`src/gpx_pkg.sv`:
```
// Functional notes
// - two strap pins pick one of four addresses
// - address byte last bit: one read, zero write
// - byte after address is write-only command pointer
// - bit 6 selects extended register bank
// - reset loads documented ones and zeros defaults
// - interrupt source pair is read-only, zero after reset
// - input level shows pin, writes ignored
// - output value drives outputs only, reads stored
// - polarity bit one inverts input level view
// - direction one is input, zero drives pin
// - two-bit drive level, quarter steps to full
// - drive fields four per byte, low pin low
// - capture enable acts only on input pins
// - unlatched change interrupts; read or revert clears
// - latched change holds value and interrupt through revert
// - read after latched read returns live level
// - mixed latched and unlatched revert keeps interrupt
// - latched to unlatched switch keeps pending interrupt
// - after switch, reads follow live or held level
// - block bit one suppresses interrupt for pin
// - output pins never raise an interrupt
// - port read clears interrupt at acknowledge bit
// - low reset pin holds registers and bus engine
`default_nettype none
package gpx_pkg;
	// register command codes
	localparam logic [7:0] REG_IN0 = 8'h00;
	localparam logic [7:0] REG_IN1 = 8'h01;
	localparam logic [7:0] REG_OUT0 = 8'h02;
	localparam logic [7:0] REG_OUT1 = 8'h03;
	localparam logic [7:0] REG_POL0 = 8'h04;
	localparam logic [7:0] REG_POL1 = 8'h05;
	localparam logic [7:0] REG_DIR0 = 8'h06;
	localparam logic [7:0] REG_DIR1 = 8'h07;
	localparam logic [7:0] REG_DRV0L = 8'h40;
	localparam logic [7:0] REG_DRV0H = 8'h41;
	localparam logic [7:0] REG_DRV1L = 8'h42;
	localparam logic [7:0] REG_DRV1H = 8'h43;
	localparam logic [7:0] REG_CAP0 = 8'h44;
	localparam logic [7:0] REG_CAP1 = 8'h45;
	localparam logic [7:0] REG_PUE0 = 8'h46;
	localparam logic [7:0] REG_PUE1 = 8'h47;
	localparam logic [7:0] REG_PUS0 = 8'h48;
	localparam logic [7:0] REG_PUS1 = 8'h49;
	localparam logic [7:0] REG_BLK0 = 8'h4A;
	localparam logic [7:0] REG_BLK1 = 8'h4B;
	localparam logic [7:0] REG_SRC0 = 8'h4C;
	localparam logic [7:0] REG_SRC1 = 8'h4D;
	localparam logic [7:0] REG_ODS = 8'h4F;
	// field positions
	localparam int EXT_BIT = 6;
	localparam int RW_BIT = 0;
	// reset values
	localparam logic [7:0] RST_ONES = 8'hFF;
	localparam logic [7:0] RST_ZERO = 8'h00;
	// serial framing
	localparam logic [3:0] BITS_PER_BYTE = 4'h8;
	// drive level encodings, in quarters of full drive
	localparam logic [1:0] DRV_QUARTER = 2'h0;
	localparam logic [1:0] DRV_FULL = 2'h3;
	typedef enum logic [2:0] {
		ST_IDLE, ST_ADDR, ST_CMD, ST_WR, ST_RD
	} gpx_state_e;
endpackage
`default_nettype wire

```
`src/gpx_core.sv`:
```
`timescale 1ns/10ps
`default_nettype none
// register core of the 16-bit expander with its serial slave engine
module gpx_core
	import gpx_pkg::*;
#(
	parameter logic [4:0] ADDR_BASE = 5'h10 // fixed upper address bits
) (
	input wire logic clock,
	input wire logic sys_rst,
	input wire logic rst_pin_n, // device reset pin, active low
	input wire logic addr_strap_lo,
	input wire logic addr_strap_hi,
	input wire logic scl_in,
	input wire logic sda_in,
	output logic sda_out,
	output logic sda_oe,
	input wire logic [15:0] pin_in,
	output logic [15:0] pin_out,
	output logic [15:0] pin_oe,
	output logic [31:0] drive_level,
	output logic [15:0] pull_en,
	output logic [15:0] pull_up_sel,
	output logic [1:0] open_drain_sel,
	output logic irq_out,
	output logic irq_oe
);
	// synchronised copies of every outside level
	logic [20:0] sync_s;
	logic rst_pin_s, strap_lo_s, strap_hi_s, scl_s, sda_s;
	logic [15:0] pins_s;
	logic rst_i; // combined core reset

	// all outside levels pass two flops first; idle bus and reset high
	gpx_sync #(.W(21), .RST_VAL(21'h1FFFFF)) u_sync (
		.clock(clock),
		.sys_rst(sys_rst),
		.async_in({rst_pin_n, addr_strap_lo, addr_strap_hi, scl_in, sda_in,
			pin_in}),
		.sync_out(sync_s)
	);
	assign {rst_pin_s, strap_lo_s, strap_hi_s, scl_s, sda_s, pins_s} = sync_s;
	// the reset pin holds registers and bus engine while low
	assign rst_i = sys_rst || !rst_pin_s;
	// previous bus levels for edge finding
	logic scl_d_r, sda_d_r;
	always_ff @(posedge clock) begin
		if (rst_i) begin
			scl_d_r <= 1'b1;
			sda_d_r <= 1'b1;
		end else begin
			scl_d_r <= scl_s;
			sda_d_r <= sda_s;
		end
	end
	logic scl_rise, scl_fall, start_c, stop_c;
	assign scl_rise = scl_s && !scl_d_r;
	assign scl_fall = !scl_s && scl_d_r;
	// data moving while clock is high frames a transfer
	assign start_c = scl_s && scl_d_r && sda_d_r && !sda_s;
	assign stop_c = scl_s && scl_d_r && !sda_d_r && sda_s;
	// bus engine state
	gpx_state_e st_r;
	logic [3:0] bit_cnt_r; // bits seen in current byte
	logic ack_ph_r; // inside the ninth bit
	logic [7:0] sh_r; // receive shifter
	logic [7:0] tx_r; // transmit shifter
	logic rw_r; // direction bit of the address byte
	logic mack_r; // host acknowledged the last read byte
	logic sda_oe_r;
	logic [7:0] ptr_r; // command pointer, never readable
	logic [7:0] rd_data; // byte the pointer selects
	logic addr_hit;
	logic byte_end;
	// four addresses from the straps
	assign addr_hit = (sh_r[7:1] == {ADDR_BASE, strap_hi_s, strap_lo_s});
	assign byte_end = scl_fall && !ack_ph_r && (bit_cnt_r == BITS_PER_BYTE);
	// serial slave: sample on clock rise, change data on clock fall
	always_ff @(posedge clock) begin
		if (rst_i) begin
			st_r <= ST_IDLE;
			bit_cnt_r <= 4'h0;
			ack_ph_r <= 1'b0;
			sh_r <= 8'h00;
			tx_r <= 8'h00;
			rw_r <= 1'b0;
			mack_r <= 1'b0;
			sda_oe_r <= 1'b0;
		end else if (start_c) begin
			// a repeated start also lands here
			st_r <= ST_ADDR;
			bit_cnt_r <= 4'h0;
			ack_ph_r <= 1'b0;
			sda_oe_r <= 1'b0;
		end else if (stop_c) begin
			st_r <= ST_IDLE;
			ack_ph_r <= 1'b0;
			sda_oe_r <= 1'b0;
		end else if (scl_rise) begin
			if (ack_ph_r) begin
				// host drives low to ask for another byte
				mack_r <= !sda_s;
			end else if (st_r != ST_IDLE) begin
				if (st_r != ST_RD) begin
					sh_r <= {sh_r[6:0], sda_s};
				end
				bit_cnt_r <= bit_cnt_r + 4'h1;
			end
		end else if (scl_fall) begin
			if (ack_ph_r) begin
				// ninth bit over: release and pick next phase
				ack_ph_r <= 1'b0;
				bit_cnt_r <= 4'h0;
				sda_oe_r <= 1'b0;
				case (st_r)
					ST_ADDR: begin
						if (rw_r) begin
							st_r <= ST_RD;
							tx_r <= rd_data;
							sda_oe_r <= !rd_data[7];
						end else begin
							st_r <= ST_CMD;
						end
					end
					ST_CMD: st_r <= ST_WR;
					ST_RD: begin
						if (mack_r) begin
							tx_r <= rd_data;
							sda_oe_r <= !rd_data[7];
						end else begin
							st_r <= ST_IDLE;
						end
					end
					default: st_r <= st_r;
				endcase
			end else if (bit_cnt_r == BITS_PER_BYTE) begin
				case (st_r)
					ST_ADDR: begin
						if (addr_hit) begin
							ack_ph_r <= 1'b1;
							sda_oe_r <= 1'b1;
							rw_r <= sh_r[RW_BIT];
						end else begin
							// not ours: stay off the bus until next start
							st_r <= ST_IDLE;
						end
					end
					ST_CMD, ST_WR: begin
						ack_ph_r <= 1'b1;
						sda_oe_r <= 1'b1;
					end
					ST_RD: begin
						// release so the host can answer
						ack_ph_r <= 1'b1;
						sda_oe_r <= 1'b0;
					end
					default: st_r <= ST_IDLE;
				endcase
			end else if (st_r == ST_RD) begin
				tx_r <= {tx_r[6:0], 1'b0};
				sda_oe_r <= !tx_r[6];
			end
		end
	end
	// open-drain data: only ever pull low
	assign sda_out = 1'b0;
	assign sda_oe = sda_oe_r;
	// one-cycle events of the engine
	logic cmd_done, wr_done, rd_ack;
	assign cmd_done = byte_end && (st_r == ST_CMD);
	assign wr_done = byte_end && (st_r == ST_WR);
	// rising clock of the ninth bit of a read byte
	assign rd_ack = scl_rise && ack_ph_r && (st_r == ST_RD);
	// pointer: loaded by the command byte, steps within its pair
	always_ff @(posedge clock) begin
		if (rst_i) begin
			ptr_r <= 8'h00;
		end else if (cmd_done) begin
			ptr_r <= sh_r;
		end else if (wr_done || rd_ack) begin
			ptr_r <= {ptr_r[7:1], !ptr_r[0]};
		end
	end
	// host-visible registers
	logic [15:0] out_r, pol_r, dir_r, cap_r, pue_r, pus_r, blk_r;
	logic [31:0] drv_r;
	logic [1:0] ods_r;
	// writes land on the pointed register; unlisted and read-only ignored
	always_ff @(posedge clock) begin
		if (rst_i) begin
			out_r <= {RST_ONES, RST_ONES};
			pol_r <= {RST_ZERO, RST_ZERO};
			dir_r <= {RST_ONES, RST_ONES};
			drv_r <= {RST_ONES, RST_ONES, RST_ONES, RST_ONES};
			cap_r <= {RST_ZERO, RST_ZERO};
			pue_r <= {RST_ZERO, RST_ZERO};
			pus_r <= {RST_ONES, RST_ONES};
			blk_r <= {RST_ONES, RST_ONES};
			ods_r <= RST_ZERO[1:0];
		end else if (wr_done) begin
			case (ptr_r)
				REG_OUT0: out_r[7:0] <= sh_r;
				REG_OUT1: out_r[15:8] <= sh_r;
				REG_POL0: pol_r[7:0] <= sh_r;
				REG_POL1: pol_r[15:8] <= sh_r;
				REG_DIR0: dir_r[7:0] <= sh_r;
				REG_DIR1: dir_r[15:8] <= sh_r;
				REG_DRV0L: drv_r[7:0] <= sh_r;
				REG_DRV0H: drv_r[15:8] <= sh_r;
				REG_DRV1L: drv_r[23:16] <= sh_r;
				REG_DRV1H: drv_r[31:24] <= sh_r;
				REG_CAP0: cap_r[7:0] <= sh_r;
				REG_CAP1: cap_r[15:8] <= sh_r;
				REG_PUE0: pue_r[7:0] <= sh_r;
				REG_PUE1: pue_r[15:8] <= sh_r;
				REG_PUS0: pus_r[7:0] <= sh_r;
				REG_PUS1: pus_r[15:8] <= sh_r;
				REG_BLK0: blk_r[7:0] <= sh_r;
				REG_BLK1: blk_r[15:8] <= sh_r;
				REG_ODS: ods_r <= sh_r[1:0];
				// input levels, sources and unlisted codes drop the byte
				default: ods_r <= ods_r;
			endcase
		end
	end
	// per-pin detectors
	logic [15:0] cell_val, pend;
	logic [1:0] port_clr;
	assign port_clr[0] = rd_ack && (ptr_r == REG_IN0);
	assign port_clr[1] = rd_ack && (ptr_r == REG_IN1);

	for (genvar i = 0; i < 16; i++) begin : g_pin
		gpx_pin_cell u_cell (
			.clock(clock),
			.rst(rst_i),
			.lvl(pins_s[i]),
			.is_input(dir_r[i]),
			.cap_en(cap_r[i]),
			.rd_clr(port_clr[i / 8]),
			.value(cell_val[i]),
			.pend(pend[i])
		);
	end

	logic [15:0] in_view, src;
	assign in_view = cell_val ^ pol_r;
	assign src = pend & ~blk_r;

	// read mux; bit 6 picks the extended bank
	always_comb begin
		rd_data = 8'h00;
		if (ptr_r[EXT_BIT]) begin
			case (ptr_r)
				REG_DRV0L: rd_data = drv_r[7:0];
				REG_DRV0H: rd_data = drv_r[15:8];
				REG_DRV1L: rd_data = drv_r[23:16];
				REG_DRV1H: rd_data = drv_r[31:24];
				REG_CAP0: rd_data = cap_r[7:0];
				REG_CAP1: rd_data = cap_r[15:8];
				REG_PUE0: rd_data = pue_r[7:0];
				REG_PUE1: rd_data = pue_r[15:8];
				REG_PUS0: rd_data = pus_r[7:0];
				REG_PUS1: rd_data = pus_r[15:8];
				REG_BLK0: rd_data = blk_r[7:0];
				REG_BLK1: rd_data = blk_r[15:8];
				REG_SRC0: rd_data = src[7:0];
				REG_SRC1: rd_data = src[15:8];
				REG_ODS: rd_data = {6'h00, ods_r};
				default: rd_data = 8'h00;
			endcase
		end else begin
			case (ptr_r)
				REG_IN0: rd_data = in_view[7:0];
				REG_IN1: rd_data = in_view[15:8];
				REG_OUT0: rd_data = out_r[7:0];
				REG_OUT1: rd_data = out_r[15:8];
				REG_POL0: rd_data = pol_r[7:0];
				REG_POL1: rd_data = pol_r[15:8];
				REG_DIR0: rd_data = dir_r[7:0];
				REG_DIR1: rd_data = dir_r[15:8];
				default: rd_data = 8'h00;
			endcase
		end
	end

	// pin drivers; open-drain ports release instead of driving high
	logic [15:0] od_mask;
	assign od_mask = {{8{ods_r[1]}}, {8{ods_r[0]}}};
	always_ff @(posedge clock) begin
		if (rst_i) begin
			pin_out <= {RST_ONES, RST_ONES};
			pin_oe <= 16'h0000;
		end else begin
			pin_out <= out_r;
			pin_oe <= ~dir_r & ~(od_mask & out_r);
		end
	end

	// configuration straight to the pad cells
	assign drive_level = drv_r;
	// pulls drop out while a port is open-drain
	assign pull_en = pue_r & ~od_mask;
	assign pull_up_sel = pus_r;
	assign open_drain_sel = ods_r;
	// interrupt line, registered, low when active
	logic irq_r;
	always_ff @(posedge clock) begin
		if (rst_i) begin
			irq_r <= 1'b0;
		end else begin
			irq_r <= |src;
		end
	end
	assign irq_out = 1'b0;
	assign irq_oe = irq_r;
	property p_reset_defaults;
		@(posedge clock) rst_i |=> (out_r == 16'hFFFF) && (dir_r == 16'hFFFF)
			&& (pol_r == 16'h0000) && (blk_r == 16'hFFFF);
	endproperty
	a_reset_defaults: assert property (p_reset_defaults)
		else $error("bad reset defaults");
	property p_src_zero;
		@(posedge clock) rst_i |=> (src == 16'h0000) && !irq_oe;
	endproperty
	a_src_zero: assert property (p_src_zero)
		else $error("interrupt source not clear after reset");
	property p_irq_follow;
		@(posedge clock) disable iff (rst_i)
		##1 irq_oe == (|($past(pend) & ~$past(blk_r)));
	endproperty
	a_irq_follow: assert property (p_irq_follow)
		else $error("interrupt line does not follow unblocked sources");
	property p_ptr_load;
		@(posedge clock) disable iff (rst_i)
		cmd_done |=> ptr_r == $past(sh_r);
	endproperty
	a_ptr_load: assert property (p_ptr_load)
		else $error("command byte not loaded into pointer");
	property p_unlisted_write;
		@(posedge clock) disable iff (rst_i)
		wr_done && !ptr_r[EXT_BIT] && (ptr_r[7:3] != 5'h00) |=>
			$stable(out_r) && $stable(dir_r) && $stable(pol_r);
	endproperty
	a_unlisted_write: assert property (p_unlisted_write)
		else $error("unlisted code changed a register");
	property p_drive_only_out;
		@(posedge clock) disable iff (rst_i)
		##1 (pin_oe & $past(dir_r)) == 16'h0000;
	endproperty
	a_drive_only_out: assert property (p_drive_only_out)
		else $error("input pin being driven");
	property p_read_dir;
		@(posedge clock) disable iff (rst_i)
		scl_fall && ack_ph_r && (st_r == ST_ADDR) |=>
			(st_r == (rw_r ? ST_RD : ST_CMD));
	endproperty
	a_read_dir: assert property (p_read_dir)
		else $error("wrong transfer direction after address");
	property p_addr_ack;
		@(posedge clock) disable iff (rst_i)
		byte_end && (st_r == ST_ADDR) && !start_c && !stop_c |=>
			ack_ph_r == $past(addr_hit);
	endproperty
	a_addr_ack: assert property (p_addr_ack)
		else $error("address acknowledge mismatch with straps");
endmodule
`default_nettype wire

```
`src/gpx_sync.sv`:
```
`timescale 1ns/10ps
`default_nettype none
// two-flop synchroniser for a bundle of asynchronous levels
module gpx_sync #(
	parameter int W = 1,
	parameter logic [W-1:0] RST_VAL = '0
) (
	input wire logic clock,
	input wire logic sys_rst,
	input wire logic [W-1:0] async_in,
	output logic [W-1:0] sync_out
);
	logic [W-1:0] meta_r; // first stage, read only by second stage

	// plain double flop; no logic looks at the first stage
	always_ff @(posedge clock) begin
		if (sys_rst) begin
			meta_r <= RST_VAL;
			sync_out <= RST_VAL;
		end else begin
			meta_r <= async_in;
			sync_out <= meta_r;
		end
	end
endmodule
`default_nettype wire

```
`src/gpx_pin_cell.sv`:
```
`timescale 1ns/10ps
`default_nettype none
// per-pin change detector, capture latch and pending flag
module gpx_pin_cell (
	input wire logic clock,
	input wire logic rst,
	input wire logic lvl, // synchronised pin level
	input wire logic is_input, // direction bit, one means input
	input wire logic cap_en, // capture enable bit
	input wire logic rd_clr, // read of this pin's port acknowledged
	output logic value, // level shown in input register, true polarity
	output logic pend // interrupt pending for this pin
);
	logic ref_r; // level the host last saw
	logic held_r; // captured level
	logic held_v_r; // capture holds a value
	logic change; // live level differs from last seen
	logic capture;

	assign change = is_input && (lvl != ref_r);
	assign capture = change && cap_en && !held_v_r;

	// reference moves to the live level on every acknowledged read
	always_ff @(posedge clock) begin
		if (rst) begin
			ref_r <= 1'b0;
		end else if (rd_clr) begin
			ref_r <= lvl;
		end
	end

	// capture latch; a read releases it; mode switch leaves it alone
	// a capture landing in the cycle of a read wins, so no change is lost
	always_ff @(posedge clock) begin
		if (rst) begin
			held_r <= 1'b0;
			held_v_r <= 1'b0;
		end else if (capture) begin
			held_r <= lvl;
			held_v_r <= 1'b1;
		end else if (rd_clr) begin
			held_v_r <= 1'b0;
		end
	end

	// held level only while capture is enabled; live level otherwise
	assign value = (cap_en && held_v_r) ? held_r : lvl;
	// unlatched revert clears by itself; held capture persists
	assign pend = held_v_r || (change && !cap_en);

	property p_hold_persists;
		@(posedge clock) disable iff (rst)
		held_v_r && !rd_clr |=> held_v_r;
	endproperty
	a_hold_persists: assert property (p_hold_persists)
		else $error("captured level dropped without a read");

	property p_out_quiet;
		@(posedge clock) disable iff (rst)
		!is_input && !held_v_r |-> !pend;
	endproperty
	a_out_quiet: assert property (p_out_quiet)
		else $error("output pin raised pending");
endmodule
`default_nettype wire

```
`config.mk`:
```
export PLATFORM = sky130hd
export DESIGN_NAME = gpx_core
export DESIGN_NICKNAME = d
export VERILOG_FILES = /design/src/gpx_pkg.sv /design/src/gpx_core.sv /design/src/gpx_sync.sv /design/src/gpx_pin_cell.sv
export SDC_FILE = /design/constraint.sdc
export NUM_CORES = 1
export LEC_CHECK = 0
export ABC_AREA = 1
export ABC_CLOCK_PERIOD_IN_PS = 2600
export BUFFER_PORTS_ARGS = -buffer_cell sky130_fd_sc_hd__clkbuf_2
export CAP_MARGIN = 20
export CORE_ASPECT_RATIO = 2
export CORE_UTILIZATION = 50
export CTS_BUF_LIST = sky130_fd_sc_hd__clkbuf_16
export DETAILED_ROUTE_END_ITERATION = 7
export PLACE_DENSITY = 0.69
export SYNTH_ARGS = -nofsm -noshare
export SYNTH_HDL_FRONTEND = slang
export SYNTH_SLANG_ARGS = --single-unit
```
`constraint.sdc`:
```
create_clock -name clock -period 2.6 [get_ports clock]
set_clock_uncertainty 0.05 [all_clocks]
set_input_delay 0.52 -clock clock [delete_from_list [all_inputs] [get_ports clock]]
set_output_delay 0.52 -clock clock [all_outputs]
set_load 0.02 [all_outputs]
```
==> results.cfg, run 1 <==
[floorplanning]
num_rows = 84
dieArea_um2 = 27600
die_h_um = 234
start_util_pct = 50.9
io_pins = 125
die_x_um = 118
coreArea_um2 = 26400

[sta]
finalSetupViolCount = 0
drv_slew = 0
worst_pin_slew_ns = 0.830
setup-tns-final_ns = 0
final_hold_viol_count = 0
whs_ns = 0.0949
relSlewSlack_pct = 44.6
worst_slack_ns = 0.208
rsz0062_at_grt = false
fmax_mhz = 418
fin_crit_sh_pct = 92.0
period_needed_ns = 2.39

[cts]
clock_path_buffers = 3
cts_tree = done
clock_sink_count = 305
path_clk_slew_ns = 0.07
cts-root-buf = clkbuf_16
clkLatencyLatePin_ns = 0.56
post-cts-setup-buffers = 0
cts_resized = 0
ctsHoldBuffers = 0
cts_htree_levels = 1
numCtsBuffers = 27

[finish]
area.growth.synth_to_final_pct = 14.1
layout.nets = 2021
fillers = 2545
diodes = 0
drive_above_1_share_pct = 14.7
final_core_util_pct = 58.1

[placed_design]
place_worst_setup_slack_ns = 0.260
place_congestion = 0.974
dp_hpwl_mm = 37.4
port_buffers = 122

[setup_path]
crit_fanout = 16
crit_type = flop to flop
required_ns = 3.04
worstPathArrival_ns = 2.83
worstPathCellList = inv_1 -> ha_1 -> nand3_2 -> nor2_4 -> nand4_4 -> clkinv_1 -> nand2_1 -> o21ai_0 -> a21oi_1
critPathLaunchType = flop
critPathCaptureType = flop
cpPeakStageDelay_ns = 0.59
critical_path.slowest_cell = nand2_1

[routing]
vias_per_cell = 5.64
vias = 13300
wl_mm = 50.0
ant_nets = 0
drtPass1Iterations = 5
wl_per_cell_um = 21.3
drcViolationCount = 0
drtIter0Drc = 1147

[logic_synthesis]
synthTopCellsByArea = dfxtp_1 (45%), nand2_1 (13%), a21oi_1 (5.3%)
synth_most_common_cell = nand2_1
yosys.area.top_type = dfxtp_1
ys_types = 35
netlist_area_um2 = 13400
yosys-top-cells-count = nand2_1 (455), dfxtp_1 (305), inv_1 (187)
ys.flop_type = dfxtp_1
synth-seq-area-share_pct = 45.5
synth_top_area_share_pct = 45.5
netlist_instances = 1870
ys_ff_latch = 305
syn-mean-instance-area_um2 = 7.18
synth_edf_count = 0
async_reset_ff_share_pct = 0
synth_warnings = 0

[global_route]
grt_usage_pct = 36.0
grt_max_degree = 84
grt.overflow.total = 0
grt_pass1_vias = 12600
antenna_found_initial = 0
grt_pass1_wl_mm = 73.8

[run_status]
status = finished clean

[pwr]
peakVddDrop_uv = 592
powerDensity_nw_per_um2 = 570
p_leak_nw = 6.79

[job]
maxCapViolCount = 0

[min_path]
hold_class = input pin to flop
worst max-delay path, delay by kind of cell (launching register included):
| kind | cells | cell delay, ns |
|---|---|---|
| AO/OA/AOI/OAI | 2 | 0.30 |
| adder cells (fa/ha/maj) | 1 | 0.22 |
| buffers and inverters | 2 | 0.54 |
| flip-flops | 1 | 0.35 |
| AND/OR/NAND/NOR | 4 | 0.85 |
registers in the layout, indices dropped and copies added, names as in the netlist, 2 cells and up:
register / count
blk_r: 16
bit_cnt_r: 4
tx_r: 7
drive_level: 32
g_pin.u_cell.held_v_r: 16
dir_r: 16
cap_r: 16
pol_r: 16
sh_r: 8
pin_oe: 16
ptr_r: 8
u_sync.meta_r: 21
st_r: 3
pue_r: 16
u_sync.sync_out: 21
pin_out: 16
g_pin.u_cell.held_r: 16
out_r: 16
open_drain_sel: 2
pull_up_sel: 16
g_pin.u_cell.ref_r: 16
stage by stage:
stage	area, um^2	instances	power [mW]
after floorplan	13400	1871	4.99
after global placement	14500	2305	5.06
after detailed placement	14500	2305	5.07
after CTS	15300	2350	8.80
after global routing	15300	2350	9.00
final	15300	2350	8.74
path summary, 6_finish.rpt:
path	startpoint	end	slack, ns	cells after the start
worst max-delay path	bit_cnt_r[0]	cap_r[9]	0.21	9
worst min register to register	u_sync.meta_r[4]	u_sync.sync_out[4]	0.35	1
worst max register to register	bit_cnt_r[0]	cap_r[9]	0.21	9
worst min-delay path	pin_in[5]	u_sync.meta_r[5]	0.09	2
where the power goes:
part           switching (mW)  leakage, nW  total (mW)  internal [mW]
combinational           0.166         3.92       0.243         0.0771
sequential             0.0180         2.47        4.72           4.70
clock                    1.80        0.407        3.78           1.98
total                    1.98         6.79        8.74           6.76
cells by family (layout without fill, tap and decap cells):
| kind of cell | Yosys count | count (layout) | synth area share (%) |
|---|---|---|---|
| compound gates | 396 | 396 | 16.9 |
| xor+xnor | 2 | 2 | 0.130 |
| fa+ha+maj | 8 | 8 | 0.745 |
| flops | 305 | 305 | 45.5 |
| other cells | 1 | 2 | 0.0279 |
| simple gates | 884 | 884 | 28.7 |
| buf+inv | 274 | 409 | 8.10 |
area by class of cell:
cell class	count	area [um^2]	area share, %
well taps	344	430	2.81
multi-input cells	1292	6240	40.7
clock inverters	18	120	0.784
clock buffers	27	676	4.41
inverters	190	716	4.67
repair buffers	174	1040	6.78
flip-flops and latches	305	6110	39.8
per-layer routing:
metal / vias to the layer above / global-route usage [%] / wire length (um)
met5: - / 0 / 0
met4: 0 / 34.1 / 5200
met3: 210 / 5.01 / 3030
met2: 583 / 63.7 / 24600
met1: 6110 / 36.1 / 17200
li1: 6347 / - / -
cells in the final DEF (no fill, tap or decap), types with 4 or more instances in the layout:
| cell | count |
|---|---|
| nand2_1 | 455 |
| dfxtp_1 | 305 |
| inv_1 | 189 |
| nor2_1 | 174 |
| a21oi_1 | 142 |
| o21ai_0 | 137 |
| nand3_1 | 132 |
| clkbuf_2 | 122 |
| o211ai_1 | 89 |
| buf_4 | 49 |
| or2_2 | 44 |
| clkbuf_16 | 27 |
| nor3_1 | 21 |
| a211oi_1 | 19 |
| nor2_2 | 18 |
| nand3b_1 | 10 |
| nand4_1 | 10 |
| nor2_4 | 8 |
| ha_1 | 8 |
| clkinv_2 | 8 |
| nand2_2 | 5 |
| clkinv_1 | 5 |
| o22ai_1 | 4 |
No activity file was read; power rests on OpenSTA's default activity.
==> run 2: changes to the inputs <==
--- a/config.mk
+++ b/config.mk
@@ -11,7 +11,6 @@
 export CAP_MARGIN = 20
 export CORE_ASPECT_RATIO = 2
 export CORE_UTILIZATION = 50
-export CTS_BUF_LIST = sky130_fd_sc_hd__clkbuf_16
 export DETAILED_ROUTE_END_ITERATION = 7
 export PLACE_DENSITY = 0.69
 export SYNTH_ARGS = -nofsm -noshare
==> results.cfg, run 2 (same netlist as run 1, synthesis figures left out) <==
[run_status]
status = finished clean

[cts]
cts_htree_levels = 1
post-cts-setup-buffers = 0
numCtsBuffers = 27
clock_path_buffers = 3
clkLatencyLatePin_ns = 0.56
cts_tree = done
cts_resized = 0
ctsHoldBuffers = 0
cts-root-buf = clkbuf_16
clock_sink_count = 305
path_clk_slew_ns = 0.07

[global_route]
grt.overflow.total = 0
grt_pass1_wl_mm = 73.9
antenna_found_initial = 0
grt_pass1_vias = 12600
grt_max_degree = 84
grt_usage_pct = 36.0

[floorplanning]
die_x_um = 118
num_rows = 84
io_pins = 125
dieArea_um2 = 27600
die_h_um = 234
coreArea_um2 = 26400
start_util_pct = 50.9

[sta]
worst_slack_ns = 0.206
fin_crit_sh_pct = 92.1
finalSetupViolCount = 0
final_hold_viol_count = 0
fmax_mhz = 418
drv_slew = 0
worst_pin_slew_ns = 0.854
whs_ns = 0.0924
setup-tns-final_ns = 0
rsz0062_at_grt = false
relSlewSlack_pct = 43.0
period_needed_ns = 2.39

[routing]
drtPass1Iterations = 6
vias = 13300
ant_nets = 0
wl_mm = 50.0
wl_per_cell_um = 21.3
vias_per_cell = 5.65
drtIter0Drc = 1119
drcViolationCount = 0

[finish]
final_cell_mix = nand2_1 (455), dfxtp_1 (305), inv_1 (186), nor2_1 (174), a21oi_1 (142)
drive_above_1_share_pct = 14.9
largest_reg_flops = 32
final_core_util_pct = 58.2
design_area_um2 = 15400
final_common_cell = nand2_1
layout.nets = 2021
diodes = 0
area.growth.synth_to_final_pct = 14.4
layout.cells.non_filler = 2350

[setup_path]
critPathCaptureType = flop
critPathLaunchType = flop
worstPathArrival_ns = 2.83
r2r_start = ptr_r[3]
required_ns = 3.04
reg2reg_to = tx_r[1]
r2r_slack_ns = 0.21
crit_fanout = 9
crit_type = flop to flop
r2r_cells = 11

[pwr]
powerDensity_nw_per_um2 = 578
peakVddDrop_uv = 662
fin_total_pwr_mw = 8.88
p_leak_nw = 6.80

[placed_design]
port_buffers = 122
place_worst_setup_slack_ns = 0.260
placed_cells = 2305
post_dp_cell_area_um2 = 14500
place_congestion = 0.974
dp_hpwl_mm = 37.4

[job]
maxCapViolCount = 0

[min_path]
whs_endpoint = u_sync.meta_r[5]
hp-start = pin_in[5]
hold_class = input pin to flop
min_delay_path_depth = 2
-- run 2: worst max path at each step --
stage / start / endpoint / slack [ns]
after global routing: ptr_r[3] / tx_r[3] / 0.05
after CTS: ptr_r[3] / tx_r[1] / 0.24
final: ptr_r[3] / tx_r[1] / 0.21
after floorplan: bit_cnt_r[0] / drive_level[29] / 0.78
after detailed placement: ptr_r[3] / tx_r[1] / 0.26
after global placement: ptr_r[3] / tx_r[1] / 0.22
-- run 2: layout make-up --
class                   instances  area, um^2
fillers                      2543       11000
multi-input cells            1292        6240
flip-flops and latches        305        6110
repair buffers                174        1040
clock buffers                  34         742
inverters                     190         716
well taps                     344         430
clock inverters                11        93.8
-- run 2: critical path, stage by stage (launching register included) --
cell     delay (ns)
dfxtp_1        0.36
nor2_1         0.28
nand2_1        0.24
nor2_2         0.52
nand3_1        0.32
nand2_1        0.16
nor2_1         0.05
nand2_1        0.05
nor2_1         0.03
nand2_1        0.08
nand2_1        0.05
a21oi_1        0.12
-- run 2: power breakdown --
group | switching [mW] | internal, mW | leakage, nW | total [mW]
clock | 1.80 | 2.11 | 0.417 | 3.91
sequential | 0.0181 | 4.70 | 2.47 | 4.72
combinational | 0.165 | 0.0771 | 3.92 | 0.243
-- run 2: per-layer routing --
layer | track usage (%) | wire length, um | share of wire, % | vias to the layer above
li1 | - | - | - | 6343
met1 | 36.2 | 17400 | 35 | 6132
met2 | 63.8 | 24600 | 49 | 572
met3 | 4.91 | 2730 | 5.5 | 222
met4 | 33.9 | 5300 | 11 | 0
met5 | 0 | 0 | 0 | -
==> run 3: changes to the inputs <==
--- a/config.mk
+++ b/config.mk
@@ -11,8 +11,11 @@
 export CAP_MARGIN = 20
 export CORE_ASPECT_RATIO = 2
 export CORE_UTILIZATION = 50
+export CTS_BUF_LIST = sky130_fd_sc_hd__clkbuf_4 sky130_fd_sc_hd__clkbuf_8 sky130_fd_sc_hd__clkbuf_16
 export DETAILED_ROUTE_END_ITERATION = 7
 export PLACE_DENSITY = 0.69
+export REMOVE_ABC_BUFFERS = 1
+export SETUP_SLACK_MARGIN = 0.5
 export SYNTH_ARGS = -nofsm -noshare
 export SYNTH_HDL_FRONTEND = slang
 export SYNTH_SLANG_ARGS = --single-unit
==> results.cfg, run 3 (same netlist as run 1, synthesis figures left out) <==
[finish]
largest_reg_flops = 32
drive_above_1_share_pct = 17.5
final_cell_mix = nand2_1 (448), dfxtp_1 (302), inv_1 (178), nor2_1 (163), a21oi_1 (142)
regArea_um2 = 6110
final_common_cell = nand2_1
fillers = 2504
diodes = 0
area.growth.synth_to_final_pct = 18.0
layout.nets = 2035
multi_input_area_um2 = 6370

[sta]
fin_crit_sh_pct = 78.8
relSlewSlack_pct = 44.7
drv_slew = 0
worst_pin_slew_ns = 0.829
period_needed_ns = 2.05
fmax_mhz = 488
finalSetupViolCount = 0
rsz0062_at_grt = true
final_hold_viol_count = 0
whs_ns = 0.0798

[global_route]
grt.overflow.total = 0
grt_usage_pct = 32.0
grt_max_degree = 81
antenna_found_initial = 0
grt_pass1_vias = 12300
grt_pass1_wl_mm = 67.5

[pwr]
fin_total_pwr_mw = 9.39
powerDensity_nw_per_um2 = 593
pwr-share-comb_pct = 2.7
swShare_pct = 22.1
p_clk_share_pct = 47.1
peakVddDrop_uv = 665
p_leak_nw = 7.00
seqPwrFrac_pct = 50.3
p_sw_mw = 2.08
internal_power_mw = 7.31

[setup_path]
cp_num_buf_inv = 2
cpPeakStageDelay_ns = 0.33
critPathLaunch = open_drain_sel[0]
r2r_start = bit_cnt_r[0]
worstPathCellList = buf_6 -> nor2_2 -> clkbuf_2
crit_type = flop to output pin
critical_path.slowest_cell = dfxtp_1
critPathTopFamily = buffers and inverters
worstPathArrival_ns = 1.48
required_ns = 2.03
critPathCaptureType = output pin
critPathLaunchType = flop
crit_fanout = 17

[floorplanning]
start_util_pct = 50.9
coreArea_um2 = 26400
die_x_um = 118
io_pins = 125
num_rows = 84
dieArea_um2 = 27600
die_h_um = 234

[cts]
path_clk_slew_ns = 0.06
cts_tree = done
clock_sink_count = 305
numCtsBuffers = 28
ctsHoldBuffers = 0
cts_htree_levels = 1
clkLatencyLatePin_ns = 0.57
cts-root-buf = clkbuf_16
clock_path_buffers = 3

[min_path]
hold_class = input pin to flop
hp-start = pin_in[6]

[routing]
drcViolationCount = 0
vias = 13000
wl_per_cell_um = 18.9
ant_nets = 0
wl_mm = 44.7
vias_per_cell = 5.50
drtIter0Drc = 1032
drtPass1Iterations = 5

[run_status]
status = finished clean

[job]
maxCapViolCount = 0

[placed_design]
place_congestion = 0.940
port_buffers = 122
dp_hpwl_mm = 32.9
-- run 3: worst reg2reg max path: cells and delay by family (launching register included) --
kind | cells | cell delay [ns]
buffers and inverters | 4 | 0.67
AND/OR/NAND/NOR | 4 | 0.58
flip-flops | 1 | 0.33
adder cells (fa/ha/maj) | 1 | 0.17
AO/OA/AOI/OAI | 1 | 0.09
-- run 3: cell type report --
class	instances	area share, %
clock inverter	18	1.34
timing repair buffer	186	7.58
inverter	190	4.60
sequential	305	38.6
clock buffer	33	4.89
timing repair inverter	1	0.0474
multi-input combinational	1292	40.2
tap	344	2.72
-- run 3: final timing paths --
kind / slack (ns) / cells after the start / endpoint
min reg2reg: 0.36 / 1 / u_sync.sync_out[1]
max reg2reg: 0.56 / 10 / cap_r[4]
max: 0.55 / 3 / pull_en[4]
min: 0.08 / 2 / u_sync.meta_r[6]
-- run 3: power by group through the flow --
| stage | logic, mW | registers, mW | clock network [mW] |
|---|---|---|---|
| floorplan | 0.150 | 4.82 | 0 |
| global placement | 0.245 | 4.83 | 0 |
| detailed placement | 0.247 | 4.83 | 0 |
| CTS | 0.249 | 4.72 | 4.49 |
| global route | 0.279 | 4.72 | 4.67 |
| finish | 0.250 | 4.72 | 4.42 |
-- run 3: repair_timing --
| action | CTS | global route |
|---|---|---|
| pin swaps | 0 | 8 |
| hold endpoints to repair | 0 | 0 |
| setup buffers | 1 | 10 |
| gates cloned | 0 | 2 |
| endpoints found under the setup margin | 86 | 129 |
| resized for setup | 13 | 53 |
-- run 3: per-layer routing --
layer / part of all wire, % / GRT usage (%) / up-vias
met5: 0 / 0 / -
met4: 8.3 / 24.6 / 0
met3: 5.2 / 3.28 / 179
met2: 51 / 59.2 / 515
met1: 35 / 33.0 / 5942
li1: - / - / 6384
-- run 3: per-stage QoR --
stage	cells	utilization (%)	setup WS [ns]	setup TNS (ns)	cell area, um^2
floorplan	1787	-	-2.13	-402.26	13100
global placement	2305	55.0	0.377	0	14500
detailed placement	2305	55.0	0.329	0	14500
CTS	2357	59.0	0.492	0	15600
global route	2369	60.1	0.452	0	15800
finish	2369	60.1	0.552	0	15800
